===== config.mk =====
export PLATFORM = sky130hd
export DESIGN_NAME = pwr_rst_ctrl
export DESIGN_NICKNAME = d
export VERILOG_FILES = /design/src/pkg/pwr_rst_pkg.sv /design/src/hw/pin_sync3.sv /design/src/hw/reset_stretch.sv /design/src/hw/pwr_rst_ctrl.sv
export SDC_FILE = /design/constraint.sdc
export NUM_CORES = 1
export LEC_CHECK = 0
export ABC_AREA = 1
export BUFFER_PORTS_ARGS = -buffer_cell sky130_fd_sc_hd__buf_2
export CAP_MARGIN = 20
export CORE_MARGIN = 4
export CORE_UTILIZATION = 55
export DETAILED_ROUTE_END_ITERATION = 10
export GPL_TIMING_DRIVEN = 0
export PLACE_DENSITY = 0.8
export SYNTH_ARGS = -nofsm -noshare
export SYNTH_HDL_FRONTEND = slang
export SYNTH_SLANG_ARGS = --single-unit

===== constraint.sdc =====
create_clock -name i_clk_sys -period 3.4 [get_ports i_clk_sys]
set_clock_uncertainty 0.2 [all_clocks]
set_input_delay 0.34 -clock i_clk_sys [delete_from_list [all_inputs] [get_ports i_clk_sys]]
set_output_delay 0.34 -clock i_clk_sys [all_outputs]
set_load 0.02 [all_outputs]

===== src/pkg/pwr_rst_pkg.sv =====
// shared constants and carrier types for the power and reset controller
package pwr_rst_pkg;
  localparam logic [7:0] OFS_SLEEP_CONTROL = 8'h53;
  localparam logic [7:0] OFS_GATE_CONTROL_0 = 8'h64;
  localparam logic [7:0] OFS_GATE_CONTROL_1 = 8'h65;
  localparam logic [7:0] RST_SLEEP_CONTROL = 8'h00;
  localparam logic [7:0] RST_GATE_CONTROL_0 = 8'h00;
  localparam logic [7:0] RST_GATE_CONTROL_1 = 8'h00;
  localparam int SLEEP_ARM_POS = 0;
  localparam int SLEEP_CHOICE_LSB = 1;
  localparam logic [7:0] MASK_SLEEP_CONTROL = 8'h0f;
  localparam logic [7:0] MASK_GATE_CONTROL_0 = 8'hef;
  localparam logic [7:0] MASK_GATE_CONTROL_1 = 8'h3f;
  localparam int GATE_TIMER_TWO_POS = 6;
  localparam int WAKE_STANDBY_CYCLES = 6;
  localparam int TIMEOUT_W = 20;
  // fuse-selected time-out lengths in clock cycles
  localparam logic [19:0] TIMEOUT_SHORT = 20'h0_0010;
  localparam logic [19:0] TIMEOUT_MID = 20'h0_1000;
  localparam logic [19:0] TIMEOUT_LONG = 20'h1_0000;

  typedef enum logic [2:0] {
    SLEEP_IDLE = 3'b000,
    SLEEP_NOISE_REDUCE = 3'b001,
    SLEEP_POWER_DOWN = 3'b010,
    SLEEP_POWER_SAVE = 3'b011,
    SLEEP_RSVD_4 = 3'b100,
    SLEEP_RSVD_5 = 3'b101,
    SLEEP_STANDBY = 3'b110,
    SLEEP_EXT_STANDBY = 3'b111
  } sleep_state_t;

  typedef struct packed {
    logic power_on_low;
    logic ext_pin_low;
    logic watchdog_pulse;
    logic brownout_low;
    logic test_port_reset;
  } reset_sources_t;

  typedef struct packed {
    logic [7:0] addr;
    logic [7:0] wdata;
    logic wr;
    logic rd;
  } reg_req_t;
endpackage : pwr_rst_pkg


===== src/hw/pin_sync3.sv =====
// three-stage synchroniser with agreement of the last two stages
`timescale 1ns/1ps
module pin_sync3 import pwr_rst_pkg::*; (
  input wire logic i_clk_sys,
  input wire logic i_rst,
  input wire logic i_async,
  output logic o_level
);
  logic [2:0] stage;

  // only stage[1] reads stage[0]; the level changes once stages 1 and 2 agree
  always_ff @(posedge i_clk_sys or posedge i_rst) begin
    if (i_rst) begin
      stage <= 3'b000;
      o_level <= 1'b0;
    end else begin
      stage <= {stage[1:0], i_async};
      if (stage[1] == stage[2]) begin
        o_level <= stage[2];
      end
    end
  end
endmodule : pin_sync3


===== src/hw/reset_stretch.sv =====
// delay counter that stretches the internal reset after all sources go quiet
`timescale 1ns/1ps
module reset_stretch import pwr_rst_pkg::*; (
  input wire logic i_clk_sys,
  input wire logic i_any_src,
  input wire logic [19:0] i_timeout,
  output logic o_reset
);
  logic [19:0] count;

  // any source clears the count at once, no clock needed
  always_ff @(posedge i_clk_sys or posedge i_any_src) begin
    if (i_any_src) begin
      count <= 20'h0_0000;
      o_reset <= 1'b1;
    end else if (o_reset) begin
      if (count + 20'h0_0001 >= i_timeout) begin
        o_reset <= 1'b0;
      end
      count <= count + 20'h0_0001;
    end
  end

  a_stretch_len: assert property (@(posedge i_clk_sys)
    $fell(i_any_src) |-> o_reset [*2])
    else $error("reset released too early after sources cleared");
endmodule : reset_stretch


===== src/hw/pwr_rst_ctrl.sv =====
// sleep control, peripheral clock gating and reset merging for the controller
`timescale 1ns/1ps
module pwr_rst_ctrl import pwr_rst_pkg::*; (
  input wire logic i_clk_sys,
  input wire logic i_rst,
  input wire logic [7:0] i_addr,
  input wire logic [7:0] i_wdata,
  input wire logic i_wr,
  input wire logic i_rd,
  input wire logic i_sleep_instr,
  input wire logic i_wake,
  input wire logic i_timer_two_async_clock,
  input wire logic i_power_on_low,
  input wire logic i_ext_reset_n,
  input wire logic i_watchdog_pulse,
  input wire logic i_brownout_low,
  input wire logic i_brownout_enable,
  input wire logic i_test_port_reset,
  input wire logic [1:0] i_clock_choice_fuses,
  input wire logic [1:0] i_startup_time_fuses,
  input wire logic i_comparator_bandgap_select,
  input wire logic i_converter_enable,
  output logic [7:0] o_rdata,
  output logic [7:0] o_gate_control_0,
  output logic [5:0] o_gate_control_1,
  output logic o_timer_two_gated,
  output logic o_sleeping,
  output logic [2:0] o_sleep_state,
  output logic o_cpu_run,
  output logic o_port_reset,
  output logic o_internal_reset,
  output logic o_reference_enable,
  output logic o_comparator_mux_allowed
);
  logic [7:0] sleep_control;
  logic [7:0] gate_control_0;
  logic [7:0] gate_control_1;
  logic [2:0] wake_count;
  logic any_src;
  logic stretch_reset;
  logic pin_low_sync;
  logic [19:0] timeout_sel;
  logic core_rst;
  logic bo_src;
  logic wd_stretch;

  // masks off reserved bits so they never store and read zero
  function automatic logic [7:0] masked(input logic [7:0] v, input logic [7:0] m);
    masked = v & m;
  endfunction : masked

  // reserved codes fall back to idle so gating never goes undefined
  function automatic sleep_state_t decode_sleep(input logic [2:0] code);
    case (code)
      SLEEP_RSVD_4, SLEEP_RSVD_5: decode_sleep = SLEEP_IDLE;
      default: decode_sleep = sleep_state_t'(code);
    endcase
  endfunction : decode_sleep

  // the pin level is also synchronised; the copy is used only by the a_pin_low_held check
  pin_sync3 u_pin_sync (
    .i_clk_sys(i_clk_sys),
    .i_rst(i_rst),
    .i_async(~i_ext_reset_n),
    .o_level(pin_low_sync)
  );

  // watchdog pulse held one extra cycle so the delay starts after its fall
  always_ff @(posedge i_clk_sys or posedge i_rst) begin
    if (i_rst) begin
      wd_stretch <= 1'b0;
    end else begin
      wd_stretch <= i_watchdog_pulse;
    end
  end

  // merge of the five sources; asynchronous sources act combinationally
  assign bo_src = i_brownout_enable & i_brownout_low;
  assign any_src = i_power_on_low | ~i_ext_reset_n | i_watchdog_pulse | wd_stretch
                   | bo_src | i_test_port_reset | i_rst;

  // fuse pair picks one of three time-out lengths
  always_comb begin
    case ({i_clock_choice_fuses[0], i_startup_time_fuses[0]})
      2'b00: timeout_sel = TIMEOUT_SHORT;
      2'b01: timeout_sel = TIMEOUT_MID;
      default: timeout_sel = TIMEOUT_LONG;
    endcase
  end

  reset_stretch u_stretch (
    .i_clk_sys(i_clk_sys),
    .i_any_src(any_src),
    .i_timeout(timeout_sel),
    .o_reset(stretch_reset)
  );

  assign core_rst = stretch_reset;

  // port reset is set asynchronously by any source, released on the clock
  always_ff @(posedge i_clk_sys or posedge any_src) begin
    if (any_src) begin
      o_port_reset <= 1'b1;
    end else begin
      o_port_reset <= 1'b0;
    end
  end

  // internal reset follows the stretched reset through a flop
  always_ff @(posedge i_clk_sys or posedge any_src) begin
    if (any_src) begin
      o_internal_reset <= 1'b1;
    end else begin
      o_internal_reset <= core_rst;
    end
  end

  // sleep control register; initial value under any reset
  always_ff @(posedge i_clk_sys or posedge core_rst) begin
    if (core_rst) begin
      sleep_control <= RST_SLEEP_CONTROL;
    end else if (i_wr && i_addr == OFS_SLEEP_CONTROL) begin
      sleep_control <= masked(i_wdata, MASK_SLEEP_CONTROL);
    end
  end

  // gate registers; reserved bits dropped at write time
  always_ff @(posedge i_clk_sys or posedge core_rst) begin
    if (core_rst) begin
      gate_control_0 <= RST_GATE_CONTROL_0;
      gate_control_1 <= RST_GATE_CONTROL_1;
    end else if (i_wr) begin
      if (i_addr == OFS_GATE_CONTROL_0) begin
        gate_control_0 <= masked(i_wdata, MASK_GATE_CONTROL_0);
      end
      if (i_addr == OFS_GATE_CONTROL_1) begin
        gate_control_1 <= masked(i_wdata, MASK_GATE_CONTROL_1);
      end
    end
  end

  // read data stands one cycle after the strobe; unmapped reads zero
  always_ff @(posedge i_clk_sys or posedge core_rst) begin
    if (core_rst) begin
      o_rdata <= 8'h00;
    end else if (i_rd) begin
      case (i_addr)
        OFS_SLEEP_CONTROL: o_rdata <= sleep_control;
        OFS_GATE_CONTROL_0: o_rdata <= gate_control_0;
        OFS_GATE_CONTROL_1: o_rdata <= gate_control_1;
        default: o_rdata <= 8'h00;
      endcase
    end else begin
      o_rdata <= 8'h00;
    end
  end

  // clock gate enables; a gated block simply stops, keeping its state
  always_ff @(posedge i_clk_sys or posedge core_rst) begin
    if (core_rst) begin
      o_gate_control_0 <= 8'h00;
      o_gate_control_1 <= 6'h00;
      o_timer_two_gated <= 1'b0;
      o_comparator_mux_allowed <= 1'b1;
    end else begin
      o_gate_control_0 <= gate_control_0;
      o_gate_control_1 <= gate_control_1[5:0];
      // async timer two keeps its own clock, so the gate bit has no effect
      o_timer_two_gated <= gate_control_0[GATE_TIMER_TWO_POS]
                           & ~i_timer_two_async_clock;
      o_comparator_mux_allowed <= ~gate_control_0[0];
    end
  end

  // sleep entry only when armed; wake from standby modes waits six cycles
  always_ff @(posedge i_clk_sys or posedge core_rst) begin
    if (core_rst) begin
      o_sleeping <= 1'b0;
      o_sleep_state <= SLEEP_IDLE;
      wake_count <= 3'h0;
      o_cpu_run <= 1'b0;
    end else begin
      o_cpu_run <= 1'b1;
      if (o_sleeping && i_wake) begin
        o_sleeping <= 1'b0;
        if (o_sleep_state == SLEEP_STANDBY || o_sleep_state == SLEEP_EXT_STANDBY) begin
          wake_count <= 3'(WAKE_STANDBY_CYCLES);
          o_cpu_run <= 1'b0;
        end
      end else if (wake_count != 3'h0) begin
        wake_count <= wake_count - 3'h1;
        o_cpu_run <= (wake_count == 3'h1);
      end else if (!o_sleeping && i_sleep_instr && sleep_control[SLEEP_ARM_POS]) begin
        o_sleeping <= 1'b1;
        o_cpu_run <= 1'b0;
        o_sleep_state <= decode_sleep(sleep_control[SLEEP_CHOICE_LSB +: 3]);
      end
      if (o_sleeping) begin
        o_cpu_run <= 1'b0;
      end
    end
  end

  // reference on only while one of its users needs it
  always_ff @(posedge i_clk_sys or posedge i_rst) begin
    if (i_rst) begin
      o_reference_enable <= 1'b0;
    end else begin
      o_reference_enable <= i_brownout_enable | i_comparator_bandgap_select
                            | i_converter_enable;
    end
  end

  a_sleep_needs_arm: assert property (@(posedge i_clk_sys) disable iff (core_rst)
    $rose(o_sleeping) |-> $past(sleep_control[0]))
    else $error("sleep entered without arm bit");
  a_rsvd_reads_zero: assert property (@(posedge i_clk_sys) disable iff (core_rst)
    gate_control_0[4] == 1'b0 && gate_control_1[7:6] == 2'b00)
    else $error("reserved gate bit stored");
  a_timer_two_async: assert property (@(posedge i_clk_sys) disable iff (core_rst)
    i_timer_two_async_clock ##1 i_timer_two_async_clock |-> !o_timer_two_gated)
    else $error("async timer two gated");
  a_no_rsvd_state: assert property (@(posedge i_clk_sys) disable iff (core_rst)
    o_sleeping |-> o_sleep_state != 3'b100 && o_sleep_state != 3'b101)
    else $error("reserved sleep state applied");
  a_standby_wake_six: assert property (@(posedge i_clk_sys) disable iff (core_rst)
    (o_sleeping && i_wake && o_sleep_state == SLEEP_STANDBY)
      |=> !o_cpu_run [*6] ##1 o_cpu_run)
    else $error("standby wake not six cycles");
  a_port_rst_async: assert property (@(posedge i_clk_sys)
    any_src |-> o_port_reset)
    else $error("port reset missing with active source");
  a_ref_users: assert property (@(posedge i_clk_sys) disable iff (i_rst)
    $past(i_converter_enable) |-> o_reference_enable)
    else $error("reference off while converter enabled");
  // the synchronised pin copy lags the raw pin, so it can only fall inside the stretch
  a_pin_low_held: assert property (@(posedge i_clk_sys)
    pin_low_sync |-> o_internal_reset)
    else $error("reset pin low but internal reset released");
  a_test_port_hold: assert property (@(posedge i_clk_sys)
    i_test_port_reset |-> o_internal_reset)
    else $error("test port reset not held");
  a_mux_blocked: assert property (@(posedge i_clk_sys) disable iff (core_rst)
    $past(gate_control_0[0]) |-> !o_comparator_mux_allowed)
    else $error("comparator mux allowed while gated");
  c_sleep_entry: cover property (@(posedge i_clk_sys) $rose(o_sleeping));
  c_standby_wake: cover property (@(posedge i_clk_sys)
    o_sleeping && i_wake && o_sleep_state == SLEEP_EXT_STANDBY);
  c_reset_release: cover property (@(posedge i_clk_sys) $fell(o_internal_reset));
  c_timer_gate: cover property (@(posedge i_clk_sys) $rose(o_timer_two_gated));
endmodule : pwr_rst_ctrl


==> reports/metrics.csv <==
stage,metric,value,unit
status,status,completed,
worst_setup_path,worst-r2r-setup-slack,970,ps
power_and_ir_drop,vdd_drop_max,0.411,mV
worst_setup_path,critPathMaxFanout,5,
clocking,cts_resized,0,
yosys,yosys.area.top_type,dfrtp_1,
detailed_routing,viasPerCell,5.08,
yosys,synth_top_cell_area_share,51.3,%
finish,diodes,0,
worst_setup_path,end_kind,flop,
clocking,htree_levels,3,
clocking,cts_tree,yes,
worst_setup_path,critPathKind,flop to flop,
sta,slew_headroom,55.5,%
worst_setup_path,critPathArrivalTime,2510,ps
grt,grt_pass1_vias,2903,
worst_setup_path,startpoint,u_stretch.count[0],
sta,worst_slew_pin_slew,667,ps
yosys,syn-cell-area,3370,um^2
yosys,synth.top_cells.by_area,"dfrtp_1, nand2_1, inv_1",
finish,final_cell_mix,"nand2_1, dfrtp_1, buf_2",
worst_setup_path,cp-endpoint,u_stretch.o_reset,
floorplanning,die_x,86.2,um
yosys,synth_seq_area_share,54.4,%
worst_setup_path,cp-start-kind,flop,
floorplanning,die_h,86.2,um
detailed_routing,dr_total_vias,2878,
sta,finalWorstSetupSlack,974,ps
finish,areaGrowthSynthToFinish,21.7,%
sta,maxSlewViolCount,0,
grt,grt_antenna_before_repair,0,
sta,fmax,412,MHz
grt,gr-usage-all-layers,22.2,%
yosys,ys_warn_count,0,
clocking,post-cts-setup-buffers,0,
worst_hold_path,min_path_cells,3,
placed_design,dp_hpwl,5620,um
sta,fin_crit_sh,71.3,%
detailed_routing,first_pass_iters,4,
clocking,clock_latency,340,ps
clocking,cts_hold_buffers,7,
finish,final_util,69.2,%
finish,drive_gt1_share,20.1,%
floorplanning,dieArea,7430,um^2
grt,grt_max_degree,32,
detailed_routing,drt_iter0_drc,149,
sta,layout_min_cycle_time,2430,ps
yosys,ys_ff_latch,73,
sta,whs,15.1,ps
power_and_ir_drop,p_leak,2.07,nW
placed_design,port_buffers,63,
worst_setup_path,cp.required,3480,ps
finish,fin_nets,529,
worst_hold_path,min_path_type,input pin to flop,
floorplanning,core_area,5920,um^2
detailed_routing,wl_per_cell,13.4,um
sta,setup-violations-final,0,
grt,overflow,0,
floorplanning,ios,67,
sta,grt_setup_unrepaired,false,
power_and_ir_drop,p_per_area,474,nW/um^2
clocking,clk_pin_slew,80,ps
placed_design,place.gp.congestion,0.891,
placed_design,place_inst,544,
detailed_routing,ant_nets,0,
detailed_routing,totalWireLength,7610,um
floorplanning,start_util,56.8,%
sta,hold_viol,0,
yosys,ys_types,32,
clocking,cts_buffers,9,
yosys,syn_inst,402,
finish,stdcell_count,567,
power_and_ir_drop,p_total,1.94,mW
clocking,cts-root-buf,clkbuf_8,
floorplanning,rows,28,
grt,grt_pass1_wl,12900,um
worst_setup_path,rr_startpoint,u_stretch.count[0],
placed_design,dp_slack,997,ps
yosys,syn_area_per_cell,8.37,um^2
detailed_routing,route.detailed.drc,0,
worst_setup_path,r2r_end,u_stretch.o_reset,
worst_setup_path,worstRegToRegCells,16,
finish,layout_commonest_cell,nand2_1,
job,drv_cap,0,
clocking,clockBufferDepth,2,
clocking,cts_sinks,73,
stage by stage:
step | setup TNS, ps | instance area, um^2
2_1_floorplan | 0 | 3370
3_3_place_gp | -24560 | 3780
3_5_place_dp | 0 | 3830
4_1_cts | 0 | 4100
5_1_grt | 0 | 4100
6_report | 0 | 4100
worst max-delay path, cell delays in order (launching register included):
cell and delay [ps]:
dfrtp_1 420, ha_1 240, nand2_1 170, inv_1 90, nand2_1 130, xnor2_1 130
inv_1 80, ha_1 290, inv_1 50, nor2_1 40, nand2_1 60, nand2_1 50
nor2_1 80, nand2_1 50, nor2_1 130, nor2_1 70, nor2_1 80
flip-flops by register name, summed over array words and instances (netlist names):
name and flops:
o_timer_two_gated 1, o_rdata 8, u_stretch.count 20, wd_stretch 1, gate_control_0 7, o_reference_enable 1, wake_count 3, sleep_control 4
o_port_reset 1, o_internal_reset 1, o_gate_control_1 6, o_gate_control_0 7, o_sleeping 1, o_sleep_state 3, u_stretch.o_reset 1, gate_control_1 6
o_cpu_run 1, o_comparator_mux_allowed 1
power breakdown:
group          total [mW]  internal, mW  switching, mW  leakage, nW
combinational       0.285         0.106          0.179         1.07
sequential          0.979         0.940         0.0383        0.911
clock               0.681         0.357          0.324       0.0953
worst min-delay path by stage:
stage,end,from,slack (ps)
6_report,o_rdata[4],i_rd,20
5_1_grt,o_rdata[4],i_rd,20
4_1_cts,sleep_control[3],i_wdata[3],4
3_5_place_dp,o_reference_enable,i_rst,20
3_3_place_gp,wd_stretch,i_rst,-2
2_1_floorplan,o_reference_enable,i_rst,-120
area by class of cell:
type                    instances  area (um^2)
clock buffers                  11          141
plain buffers                   7         31.3
multi-input cells             268         1310
well taps                      75         93.8
inverters                      55          206
clock inverters                 5         55.1
flip-flops and latches         73         1830
fillers                       465         1820
repair buffers                 73          432
layer usage:
metal | wire (um) | share of wire, % | up-vias | track usage [%]
met2 | 3780 | 50 | 95 | 38.6
met1 | 3190 | 42 | 1322 | 26.6
met5 | 0 | 0 | - | 0
met4 | 165 | 2.2 | 0 | 10.2
li1 | - | - | 1443 | -
met3 | 476 | 6.3 | 18 | 4.47
cell usage after synthesis:
| cell type | count |
|---|---|
| conb_1 | 1 |
| dfstp_2 | 4 |
| nor2_2 | 2 |
| a21oi_1 | 8 |
| o21bai_1 | 2 |
| or3_1 | 1 |
| nand2_4 | 1 |
| inv_1 | 54 |
| and2_1 | 1 |
| o21ai_0 | 37 |
| nand4_1 | 6 |
| nor3_1 | 6 |
| o21ai_1 | 2 |
| nor4_1 | 2 |
| inv_2 | 1 |
| mux2_2 | 1 |
| clkbuf_1 | 5 |
| nor3_2 | 1 |
| buf_1 | 1 |
| xnor2_1 | 3 |
| buf_4 | 1 |
| ha_1 | 7 |
| nand2_1 | 110 |
| xor2_1 | 5 |
| nor2_1 | 40 |
| a31oi_1 | 3 |
| nand2_2 | 2 |
| nand3b_1 | 1 |
| nor2_4 | 3 |
| dfrtp_1 | 69 |
| o211ai_1 | 1 |
| nand3_1 | 21 |
kinds of logic (layout without fill, tap and decap cells):
kind of cell | Yosys count | after routing | synth area share [%]
xor gates and xnor gates | 8 | 8 | 2.08
muxes | 1 | 1 | 0.335
buffers and inverters | 62 | 151 | 7.03
other | 1 | 2 | 0.111
adders and majority gates | 7 | 7 | 2.60
DFF | 73 | 73 | 54.4
AOI/OAI and AO/OA | 53 | 53 | 8.22
and+or+nand+nor | 197 | 197 | 25.2
Power figures use the tool's default switching activity.
